### src/rtl/adc_ctrl_pkg.sv
//////////////////////////////////////////////////////////////////////////////
// Purpose: Shared constants and carriers for the monitor converter control
// Assumes: Byte-wide register port behind the serial control bus slave
// Notes:   Channel index equals its bit position in the channel_disable reg
//////////////////////////////////////////////////////////////////////////////
package adc_ctrl_pkg;

   // Register addresses
   localparam logic [7:0] ADDR_CONVERTER_CONTROL   = 8'h15;
   localparam logic [7:0] ADDR_CHANNEL_DISABLE     = 8'h16;
   localparam logic [7:0] ADDR_INPUT_CURRENT_HIGH  = 8'h17;
   localparam logic [7:0] ADDR_INPUT_CURRENT_LOW   = 8'h18;
   localparam logic [7:0] ADDR_CHARGE_CURRENT_HIGH = 8'h19;
   localparam logic [7:0] ADDR_CHARGE_CURRENT_LOW  = 8'h1a;

   // Reset values and writable masks
   localparam logic [7:0] CONTROL_RESET    = 8'h30;
   localparam logic [7:0] CHANNEL_RESET    = 8'h00;
   localparam logic [7:0] CONTROL_WRMASK   = 8'hf0;
   localparam logic [7:0] CHANNEL_VALID    = 8'hfd;
   localparam logic [7:0] READ_ZERO        = 8'h00;

   // Field positions in converter_control
   localparam int ENABLE_BIT   = 7;
   localparam int RATE_BIT     = 6;
   localparam int RES_HI_BIT   = 5;
   localparam int RES_LO_BIT   = 4;

   // Resolution codes
   localparam logic [1:0] RES_15BIT = 2'h0;
   localparam logic [1:0] RES_14BIT = 2'h1;
   localparam logic [1:0] RES_13BIT = 2'h2;
   localparam logic [1:0] RES_12BIT = 2'h3;

   // Channel indices (bit positions in channel_disable)
   localparam logic [2:0] CH_INPUT_CURRENT  = 3'h7;
   localparam logic [2:0] CH_CHARGE_CURRENT = 3'h6;
   localparam logic [2:0] CH_BUS_VOLTAGE    = 3'h5;
   localparam logic [2:0] CH_BATT_VOLTAGE   = 3'h4;
   localparam logic [2:0] CH_SYS_VOLTAGE    = 3'h3;
   localparam logic [2:0] CH_THERMISTOR     = 3'h2;
   localparam logic [2:0] CH_DIE_TEMP       = 3'h0;
   localparam int         NUM_CHANNELS      = 8;

   typedef enum logic [1:0] {
      ST_IDLE = 2'b00,
      ST_WAIT = 2'b01
   } seq_state_t;

   // Host register access, one byte per cycle
   typedef struct packed {
      logic       wrEn;
      logic [7:0] addr;
      logic [7:0] wrData;
   } reg_access_t;

   // Request to the analog converter
   typedef struct packed {
      logic       start;
      logic [2:0] channel;
      logic [1:0] resolution;
   } conv_req_t;

   // Answer from the analog converter
   typedef struct packed {
      logic        done;
      logic [15:0] data;
   } conv_rsp_t;

   // Whole state of the control block
   typedef struct packed {
      seq_state_t  state;
      logic [7:0]  control;
      logic [7:0]  channelOff;
      logic [15:0] inputCurrent;
      logic [14:0] chargeCurrent;
      logic [2:0]  channel;
      logic        start;
      logic        doneEvent;
      logic [7:0]  rdData;
   } core_t;

   localparam core_t CORE_RESET = '{
      state:         ST_IDLE,
      control:       CONTROL_RESET,
      channelOff:    CHANNEL_RESET,
      inputCurrent:  16'h0000,
      chargeCurrent: 15'h0000,
      channel:       3'h0,
      start:         1'b0,
      doneEvent:     1'b0,
      rdData:        8'h00
   };

endpackage : adc_ctrl_pkg

### src/rtl/monitor_adc_control.sv
//////////////////////////////////////////////////////////////////////////////
// Purpose: Control and result registers of the monitoring converter
// Assumes: Serial bus slave delivers byte reads and writes on regBus
// Notes:   Read data appears one clock after the address is presented
//////////////////////////////////////////////////////////////////////////////
`timescale 1ns/10ps

// Summary of operation
// RULE1: Conversions start only while enable bit 7 is set; reg and watchdog reset clear it.
// RULE2: Rate bit 6 clear converts continuously; set runs one single pass.
// RULE3: Resolution field bits 5:4 picks 15, 14, 13 or 12 bits; resets to 11.
// RULE4: Converter control register holds 0x30 after reset.
// RULE5: Reserved control bits 3:0 and channel bit 1 always read zero.
// RULE6: Each channel disable bit skips its channel; positions 7 down to 0 except 1.
// RULE7: Channel disable register resets to 0x00, every channel converted.
// RULE8: Input current result is 16-bit two's complement, bit 15 sign.
// RULE9: Positive current flows into bus supply pin, 1 mA per LSB.
// RULE10: Register 0x17 shows input current bits 15:8.
// RULE11: Register 0x18 shows input current bits 7:0.
// RULE12: Register 0x19 shows charge current bits 14:8, bit 7 reads zero.
// RULE13: Results reset to zero by register reset, not by watchdog expiry.
// RULE14: One-shot completion pulses the done event unless masked.
// RULE15: Register 0x1A shows charge current bits 7:0.
// RULE16: One-shot pass end clears the enable bit after results stored.
// RULE17: High and low result bytes update together in one cycle.
module monitor_adc_control (
   // Clock and reset
   input  wire logic                      ref_clk,
   input  wire logic                      rst_n,
   // Device level resets
   input  wire logic                      regReset,
   input  wire logic                      watchdogExpire,
   // Host register access
   input  wire adc_ctrl_pkg::reg_access_t regBus,
   output logic [7:0]                     rdData,
   // Analog converter
   output adc_ctrl_pkg::conv_req_t        convReq,
   input  wire adc_ctrl_pkg::conv_rsp_t   convRsp,
   // Done event to interrupt logic
   input  wire logic                      doneMask,
   output logic                           doneEvent
);

   // Whole block state in one register; outputs are read straight from it
   adc_ctrl_pkg::core_t q_reg;
   adc_ctrl_pkg::core_t q_next;

   logic       pickFound;
   logic [2:0] pickIdx;
   logic       enabled;
   logic       oneShot;
   logic       seqIdle;
   logic       convFinished;
   logic       passEnd;

   assign enabled = q_reg.control[adc_ctrl_pkg::ENABLE_BIT];
   assign oneShot = q_reg.control[adc_ctrl_pkg::RATE_BIT];

   // Sequencer status shared by the picker and the next-state logic
   assign seqIdle      = (q_reg.state == adc_ctrl_pkg::ST_IDLE);
   assign convFinished = (q_reg.state == adc_ctrl_pkg::ST_WAIT) && convRsp.done;
   // Pass ends once no enabled channel is left below the one just converted
   assign passEnd      = convFinished && !(pickFound && enabled);

   // Picker searches from the top when idle, below the current channel in a pass
   channel_picker u_picker (
      .channelOff (q_reg.channelOff),
      .currentIdx (q_reg.channel),
      .fromTop    (seqIdle),
      .found      (pickFound),
      .nextIdx    (pickIdx)
   );

   //////////////////////////////////////////////////////////////////////////
   // Next state
   always_comb begin
      q_next           = q_reg;
      q_next.start     = 1'b0;
      q_next.doneEvent = 1'b0;

      // Register read path
      // Address is sampled on every edge, so read data trails it by one clock
      case (regBus.addr)
         adc_ctrl_pkg::ADDR_CONVERTER_CONTROL: begin
            // RULE5 reserved read zero
            q_next.rdData = q_reg.control & adc_ctrl_pkg::CONTROL_WRMASK;
         end
         adc_ctrl_pkg::ADDR_CHANNEL_DISABLE: begin
            q_next.rdData = q_reg.channelOff & adc_ctrl_pkg::CHANNEL_VALID;
         end
         adc_ctrl_pkg::ADDR_INPUT_CURRENT_HIGH: begin
            // RULE10 high byte
            q_next.rdData = q_reg.inputCurrent[15:8];
         end
         adc_ctrl_pkg::ADDR_INPUT_CURRENT_LOW: begin
            // RULE11 low byte
            q_next.rdData = q_reg.inputCurrent[7:0];
         end
         adc_ctrl_pkg::ADDR_CHARGE_CURRENT_HIGH: begin
            // RULE12 bit 7 zero
            q_next.rdData = {1'b0, q_reg.chargeCurrent[14:8]};
         end
         adc_ctrl_pkg::ADDR_CHARGE_CURRENT_LOW: begin
            // RULE15 low byte
            q_next.rdData = q_reg.chargeCurrent[7:0];
         end
         default: begin
            q_next.rdData = adc_ctrl_pkg::READ_ZERO;
         end
      endcase

      // Conversion sequencer
      case (q_reg.state)
         adc_ctrl_pkg::ST_IDLE: begin
            // RULE1 start gated by enable
            if (enabled) begin
               if (pickFound) begin
                  q_next.channel = pickIdx;
                  q_next.start   = 1'b1;
                  q_next.state   = adc_ctrl_pkg::ST_WAIT;
               end else if (oneShot) begin
                  // RULE16 empty pass ends
                  q_next.control[adc_ctrl_pkg::ENABLE_BIT] = 1'b0;
                  q_next.doneEvent = ~doneMask;
               end
            end
         end
         adc_ctrl_pkg::ST_WAIT: begin
            // Done is only taken while a started conversion is pending
            if (convFinished) begin
               // RULE17 whole word stored
               // Both bytes change on one edge, never half of an old word
               if (q_reg.channel == adc_ctrl_pkg::CH_INPUT_CURRENT) begin
                  // RULE8 signed word kept
                  // RULE9 sign from converter
                  q_next.inputCurrent = convRsp.data;
               end
               if (q_reg.channel == adc_ctrl_pkg::CH_CHARGE_CURRENT) begin
                  q_next.chargeCurrent = convRsp.data[14:0];
               end
               // RULE2 continue or end pass
               if (!passEnd) begin
                  q_next.channel = pickIdx;
                  q_next.start   = 1'b1;
               end else begin
                  q_next.state = adc_ctrl_pkg::ST_IDLE;
                  if (oneShot && enabled) begin
                     // RULE16 clear enable
                     q_next.control[adc_ctrl_pkg::ENABLE_BIT] = 1'b0;
                     // RULE14 done pulse
                     q_next.doneEvent = ~doneMask;
                  end
               end
            end
         end
         default: begin
            q_next.state = adc_ctrl_pkg::ST_IDLE;
         end
      endcase

      // Host writes win over hardware clear
      // so a rewrite of enable in the one-shot end cycle starts a new pass
      if (regBus.wrEn) begin
         case (regBus.addr)
            adc_ctrl_pkg::ADDR_CONVERTER_CONTROL: begin
               // RULE3 resolution field
               q_next.control = regBus.wrData & adc_ctrl_pkg::CONTROL_WRMASK;
            end
            adc_ctrl_pkg::ADDR_CHANNEL_DISABLE: begin
               // RULE6 channel bits
               q_next.channelOff = regBus.wrData & adc_ctrl_pkg::CHANNEL_VALID;
            end
            default: begin
               q_next.channelOff = q_next.channelOff;
            end
         endcase
      end

      // RULE1 watchdog clears enable
      // RULE13 results kept
      // Applied after the host write, so it stops the converter regardless
      if (watchdogExpire) begin
         q_next.control[adc_ctrl_pkg::ENABLE_BIT] = 1'b0;
      end

      // RULE1 start needs enable
      // A start planned as enable drops would launch a conversion
      // that the host or the watchdog has just switched off
      if (q_next.start && !q_next.control[adc_ctrl_pkg::ENABLE_BIT]) begin
         q_next.start   = 1'b0;
         q_next.state   = adc_ctrl_pkg::ST_IDLE;
         q_next.channel = q_reg.channel;
      end

      // Register reset acts last, so nothing set above survives it
      // RULE4 control reset
      // RULE7 channel reset
      // RULE13 results cleared
      if (regReset) begin
         q_next = adc_ctrl_pkg::CORE_RESET;
      end
   end

   //////////////////////////////////////////////////////////////////////////
   // State register
   // Synchronous reset loads constants only
   always_ff @(posedge ref_clk) begin
      if (!rst_n) begin
         q_reg <= adc_ctrl_pkg::CORE_RESET;
      end else begin
         q_reg <= q_next;
      end
   end

   //////////////////////////////////////////////////////////////////////////
   // Outputs
   assign rdData             = q_reg.rdData;
   assign doneEvent          = q_reg.doneEvent;
   assign convReq.start      = q_reg.start;
   assign convReq.channel    = q_reg.channel;
   // RULE3 resolution to converter
   assign convReq.resolution = q_reg.control[adc_ctrl_pkg::RES_HI_BIT:adc_ctrl_pkg::RES_LO_BIT];

endmodule : monitor_adc_control

### src/rtl/channel_picker.sv
//////////////////////////////////////////////////////////////////////////////
// Purpose: Finds the next channel to convert, highest index first
// Assumes: Reserved channel positions never selected
// Notes:   Purely combinational
//////////////////////////////////////////////////////////////////////////////
`timescale 1ns/10ps
module channel_picker (
   // Channel selection inputs
   input  wire logic [7:0] channelOff,
   input  wire logic [2:0] currentIdx,
   input  wire logic       fromTop,
   // Result
   output logic            found,
   output logic [2:0]      nextIdx
);

   logic [7:0] candidate;

   // RULE6 skip disabled
   for (genvar i = 0; i < adc_ctrl_pkg::NUM_CHANNELS; i++) begin : g_cand
      assign candidate[i] = ~channelOff[i] & adc_ctrl_pkg::CHANNEL_VALID[i]
                            & (fromTop | (3'(i) < currentIdx));
   end

   always_comb begin
      found   = 1'b0;
      nextIdx = 3'h0;
      for (int i = 0; i < adc_ctrl_pkg::NUM_CHANNELS; i++) begin
         if (candidate[i]) begin
            found   = 1'b1;
            nextIdx = 3'(i);
         end
      end
   end

endmodule : channel_picker

### config.mk
export PLATFORM = sky130hd
export DESIGN_NAME = monitor_adc_control
export DESIGN_NICKNAME = d
export VERILOG_FILES = /design/src/rtl/adc_ctrl_pkg.sv /design/src/rtl/monitor_adc_control.sv /design/src/rtl/channel_picker.sv
export SDC_FILE = /design/constraint.sdc
export NUM_CORES = 1
export LEC_CHECK = 0
export BUFFER_PORTS_ARGS = -buffer_cell sky130_fd_sc_hd__buf_2
export CORE_UTILIZATION = 49
export DETAILED_ROUTE_END_ITERATION = 10
export GPL_TIMING_DRIVEN = 0
export PLACE_DENSITY = 0.85
export SLEW_MARGIN = 40
export SYNTH_ARGS = -nofsm -noshare
export SYNTH_HDL_FRONTEND = slang
export SYNTH_SLANG_ARGS = --single-unit
export TNS_END_PERCENT = 10
### constraint.sdc
create_clock -name ref_clk -period 1.7 [get_ports ref_clk]
set_input_delay 0.085 -clock ref_clk [delete_from_list [all_inputs] [get_ports ref_clk]]
set_output_delay 0.085 -clock ref_clk [all_outputs]
set_load 0.02 [all_outputs]
# [Word level (Yosys, flattened, before mapping)]
# Cells that the tools add are included.
# Widths: inputs -> output; s select.
[word_totals] out_inout_bits=15 word_cells=108 in_bits=39 reg_bits=57
[classes] reduce_logical=17 n_eq_ne=14 n_mux=36 n_bitwise=24 magnitude_cmp=7
[op_table] operator="$eq 8x5->1 const B" count=6
[op_table] operator="$pmux 8 s6" count=1
[op_table] operator="$mux 3" count=8
[op_table] operator="$mux 16" count=1
[op_table] operator="$mux 8" count=2
[op_table] operator="$mux 1" count=15
[op_table] operator="$lt 3x3->1 const A" count=4
[op_table] operator="$mux 5" count=2
[op_table] operator="$ne 2x2->1 const B" count=5
[op_table] operator="$not 1->1" count=10
[op_table] operator="$pmux 5 s2" count=1
[op_table] operator="$mux 4" count=2
[op_table] operator="$and 1x1->1" count=7
[op_table] operator="$or 1x1->1" count=7
[op_table] operator="$eq 3x3->1 const B" count=2
[op_table] operator="$lt 2x3->1 const A" count=2
[op_table] operator="$reduce_and 3->1" count=2
[op_table] operator="$reduce_and 6->1" count=1
[op_table] operator="$logic_and 1x1->1" count=5
[op_table] operator="$mux 2" count=2
[op_table] operator="$pmux 2 s2" count=1
[op_table] operator="$reduce_and 2->1" count=2
[op_table] operator="$reduce_and 4->1" count=1
[op_table] operator="$lt 1x3->1 const A" count=1
[op_table] operator="7 further kinds" count=8

# [Longest topological paths before layout]
[depth] word_depth=23 depth_mapped=7 depth_no_buf=5

# [By module]
# A second synthesis with hierarchy kept.
[hier_totals] hier_cells=287 area_unflattened_um2=2711.4
[modules_own_cells] mod="monitor_adc_control" cells_each=261 n_inst=1 area_per_inst_um2=2526.2 seq_area_each_um2=1121.1
[modules_own_cells] mod="channel_picker" cells_each=26 n_inst=1 area_per_inst_um2=185.2 seq_area_each_um2=0.0

# [Worst setup path before layout]
# No wires, ideal clock.
[synth_timing] path_type="flip-flop to flip-flop" from="register q_reg[60] (netlist name)" to="register q_reg, in the netlist convReq[3]" path_slack_ps=63 path_buffers=1 path_stages_with_launch=7 setup_time_ps=116 synth_period_minus_slack_ps=1637 t_arrival_ps=1520 required_time_ps=1584 cell_sequence="dfxtp_1 buf_6 or2_0 a22o_1 and4b_4 or3_1 o211a_1"
[synth_via] elab_chain_len=23 elab_cells_between_ends=55 cone_classes="5 x eq/ne; 26 x mux; 15 x bitwise; 9 x reduce/logical"
[synth_rtl] element="start: declaration" line_no="monitor_adc_control.sv:45" source="adc_ctrl_pkg::core_t q_reg;"
[synth_rtl] element="start signal: assignment" line_no="monitor_adc_control.sv:209" source="q_reg <= adc_ctrl_pkg::CORE_RESET;"
[synth_rtl] element="start signal: assignment" line_no="monitor_adc_control.sv:211" source="q_reg <= q_next;"
[synth_rtl] element="$logic_not 2->1" line_no="monitor_adc_control.sv:60, monitor_adc_control.sv:113"
[synth_rtl] element="$or 1x1->1" line_no="channel_picker.sv:22" source="& (fromTop | (3'(i) < currentIdx));"
[synth_rtl] element="$and 1x1->1" line_no="channel_picker.sv:22"
[synth_rtl] element="$mux 1 (7 in a row)" line_no="channel_picker.sv:29" source="if (candidate[i]) begin"
[synth_rtl] element="$logic_and 1x1->1" line_no="monitor_adc_control.sv:63" source="assign passEnd = convFinished && !(pickFound && enabled);"
[synth_rtl] element="$logic_not 1->1" line_no="monitor_adc_control.sv:63"
[synth_rtl] element="$logic_and 1x1->1" line_no="monitor_adc_control.sv:63"
[synth_rtl] element="$mux 3" line_no="monitor_adc_control.sv:142" source="if (!passEnd) begin"
[synth_rtl] element="$mux 3" line_no="monitor_adc_control.sv:130" source="if (convFinished) begin"
[synth_rtl] element="$pmux 1 s2" line_no="monitor_adc_control.sv:113" source="case (q_reg.state)"
[synth_rtl] element="$mux 8" line_no="monitor_adc_control.sv:164" source="case (regBus.addr)"
[synth_rtl] element="$mux 16" line_no="monitor_adc_control.sv:163" source="if (regBus.wrEn) begin"
[synth_rtl] element="$mux 1" line_no="monitor_adc_control.sv:182" source="if (watchdogExpire) begin"
[synth_rtl] element="$logic_not 1->1" line_no="monitor_adc_control.sv:189" source="if (q_next.start && !q_next.control[adc_ctrl_pkg::ENABLE_BIT]) begin"
[synth_rtl] element="$logic_and 1x1->1" line_no="monitor_adc_control.sv:189"
[synth_rtl] element="$not 1->1 (no line)"
[synth_rtl] element="$reduce_and 6->1 (no line)"
# Several ways; a longest one is shown, not always the timed one. The select of a mux whose other input is x is not followed.
# A chain may end at the register's enable or synchronous reset.

# [Final worst setup path]
# Same ends and word-level chain as after synthesis.

==> results.ini <==
[status]
status = completed

[hold_path]
whs_endpoint = q_reg[47]
type_of_the_tightest_min_delay_check = in2reg
start_point_of_the_worst_min_delay_path = regBus[3]
timing.hold.worst_path_depth = 3

[synth]
netlist_area_um2 = 2616
synth_nets = 338
yosys_warnings = 0
number_of_flip_flops_and_latches_in_the_synthesized_netlist = 56
synth-async-reset-ratio_pct = 0
library_cells_used_by_synthesis = 44
syn-instance-count = 299
synth_ff_type = sky130_fd_sc_hd__dfxtp_1
synth.avg_cell_area_um2 = 8.750
synth-seq-area-share_pct = 42.85
synth_edf_count = 0

[timing]
highest_clock_rate_mhz = 595.2
worst_clock_skew_ns = 0.008648
timing_hold_violations_final = 0
total_of_endpoints_with_negative_setup_slack_in_the_final_report = 0
timing_max_transition_violations_final = 0
fin_crit_ns = 1.680
max_slew.worst_pin.slew_ns = 0.5208
timing.final.crit_share_pct = 98.83
rsz0062_at_grt = yes
tns_ns = 0
worst_slew_margin_rel_pct = 65.28

[global_route]
first_global_vias = 2160
first_pass_grt_wire_length_um = 9784
grt_max_degree = 18
grt_use_total_pct = 23.64
globalRouteOverflowTotal = 0
grt_antenna_before_repair = 0

[worst_setup_path]
r2r_start = q_reg[60]
r2r_slack_ns = 0.02
max_stage_delay_ns = 0.34
critical_path.n_buffers_inverters = 1
timing.critical_path.fanout_max = 10
r2r_end = convReq[3]
critical_path.startpoint_type = flop
crit_path_cell_trace = buf_6 -> or2_0 -> a22o_1 -> and4b_4 -> or3_1 -> o211a_1
crit_path_end_kind = flop
critical_path_arrival_ns = 1.90
cp_top_family = simple AND/OR/NAND/NOR gates
worstPathRequired_ns = 1.92
worstSetupPathType = reg2reg
rr_worst_depth = 6
critical-path-slowest-cell = sky130_fd_sc_hd__dfxtp_2

[die]
top_level_ports = 54
floorplan.die.height_um = 75.07
num_rows = 26
floorplan.die_area_um2 = 5636
starting_utilization_of_the_core_area_pct = 50.90
core_region_um2 = 5140
die_x_um = 75.07

[routing]
detailroute.via_count = 2303
detailedRoute.firstPassIterationCount = 4
ant_nets = 0
viasPerCell = 5.368
drcViolationCount = 0
number_of_drc_markers_after_the_initial_detailed_route_iteration = 176
wl_per_cell_um = 13.99
drt_wl_total_um = 6002

[finish]
post_route_cells_drive_above_1_share_pct = 25.35
seq_area_um2 = 1124
multi_input_area_um2 = 1301
antenna_cells_inserted = 0
growth_of_design_area_from_synthesis_to_finish_pct = 18.79
design.final.nets = 397
max_reg_flops = 39
layout.filler_cells = 471

[clock_network]
cts-root-buf = sky130_fd_sc_hd__clkbuf_8
clkSlewWorstSetupHoldPaths_ns = 0.10
cts_post_setup_buffers_inserted = 0
clkLatencyLatePin_ns = 0.31
cts_max_level = 2
clock_sinks = 56
number_of_clock_buffers_inserted_by_tritoncts = 5
cts_buffer_depth = 2
cts_tree = built

[place]
place.port_buffers = 51
gpl.final_weighted_congestion = 0.8727
hpwlAfterDp_um = 4615

[pwr]
irDropWorstVdd_mv = 0.5785
p_leak_nw = 1.264
finalPower_mw = 2.312
power-per-cell-area_nw_per_um2 = 743.9

[flow_run]
maxCapViolCount = 0

-- cells by family after synthesis --
family | Yosys count | synth area share (%)
AO/OA/AOI/OAI | 67 | 17.12
buffers and inverters | 37 | 7.891
flip-flops | 56 | 42.85
multiplexers | 28 | 10.76
AND/OR/NAND/NOR | 111 | 21.38
-- where the power goes --
part | total (mW) | internal, mW | switching [mW]
combinational | 0.138 | 0.0549 | 0.0831
sequential | 1.31 | 1.31 | 0.000200
clock | 0.863 | 0.436 | 0.427
total | 2.31 | 1.80 | 0.510
-- Yosys cell counts (all sizes together) (4+ instances only) --
library cell	number	area share (%)
a21oi	22	4.2
nor2b	7	1.7
nand3	4	0.96
clkbuf	12	1.7
mux2i	27	10
nand2	44	6.3
a22o	8	2.7
o21ai	8	1.5
nor2	31	4.4
dfxtp	56	43
o22ai	5	1.2
a22oi	12	3.4
buf	22	5.7
-- cells in the final DEF, fill, tap and decap left out, types with 3 or more instances in the layout --
| cell type | synthesis | final |
|---|---|---|
| sky130_fd_sc_hd__clkbuf_8 | 0 | 5 |
| sky130_fd_sc_hd__a21o_1 | 3 | 3 |
| sky130_fd_sc_hd__buf_2 | 6 | 55 |
| sky130_fd_sc_hd__o22ai_1 | 5 | 5 |
| sky130_fd_sc_hd__and3_1 | 3 | 3 |
| sky130_fd_sc_hd__nor2_1 | 31 | 31 |
| sky130_fd_sc_hd__mux2i_1 | 27 | 27 |
| sky130_fd_sc_hd__a22o_1 | 8 | 8 |
| sky130_fd_sc_hd__buf_4 | 14 | 16 |
| sky130_fd_sc_hd__nor2b_1 | 7 | 7 |
| sky130_fd_sc_hd__nand2_1 | 44 | 44 |
| sky130_fd_sc_hd__a21oi_1 | 22 | 22 |
| sky130_fd_sc_hd__clkbuf_1 | 12 | 11 |
| sky130_fd_sc_hd__nand2b_1 | 3 | 3 |
| sky130_fd_sc_hd__dfxtp_1 | 56 | 54 |
| sky130_fd_sc_hd__a221o_1 | 3 | 3 |
| sky130_fd_sc_hd__a22oi_1 | 12 | 12 |
| sky130_fd_sc_hd__inv_1 | 3 | 3 |
| sky130_fd_sc_hd__nand3_1 | 3 | 3 |
| sky130_fd_sc_hd__o21ai_0 | 7 | 7 |
-- routing by layer --
layer  share of wire [%]  vias up  track usage [%]
met1                  44     1055            29.91
met5                   0        -                0
met3                 7.7        9            4.953
met4                 2.0        0            10.27
met2                  47       88            39.04
li1                    -     1151                -
-- metrics by stage --
stage	cells	util, %	hold slack, ns	setup slack, ns	instance area (µm²)
floorplan	299	-	0.1617	0.06345	2616
global placement	420	57.57	0.2587	-0.04403	2959
detailed placement	420	57.57	0.2602	-0.04973	2959
CTS	429	60.05	0.002486	-0.04939	3087
global route	429	60.47	0.009304	-0.04187	3108
finish	429	60.47	0.005226	0.01988	3108
-- worst register-to-register path, cell delays in order (launching register included) --
cell and delay, ns:
sky130_fd_sc_hd__dfxtp_2 0.34, sky130_fd_sc_hd__buf_6 0.13, sky130_fd_sc_hd__or2_0 0.23, sky130_fd_sc_hd__a22o_1 0.25, sky130_fd_sc_hd__and4b_4 0.20, sky130_fd_sc_hd__or3_1 0.31
sky130_fd_sc_hd__o211a_1 0.13
-- layout make-up --
class	instances	share of cell area (%)
Buffer	34	6.683
Clock buffer	5	2.214
Clock inverter	3	1.369
Inverter	3	0.3623
Multi-Input combinational cell	206	41.87
Sequential cell	56	36.15
Tap cell	70	2.818
Timing Repair Buffer	52	8.535
-- how the worst max path moves through the flow --
stage | from | to | slack, ns | depth (start not counted)
after global placement | convReq[4] | q_reg[23] | -0.04 | 6
after detailed placement | convReq[4] | q_reg[41] | -0.05 | 6
after floorplan | q_reg[60] | convReq[3] | 0.06 | 6
after global routing | q_reg[60] | convReq[3] | -0.04 | 6
final | q_reg[60] | convReq[3] | 0.02 | 6
after CTS | q_reg[60] | convReq[3] | -0.05 | 6
-- repair_timing --
item	CTS	global route
hold endpoints to repair	1	0
setup endpoints to repair	21	24
gates resized for setup	3	8
gates cloned	0	0
pin swaps	1	2
hold buffers	1	0
Power figures use the tool's default switching activity.
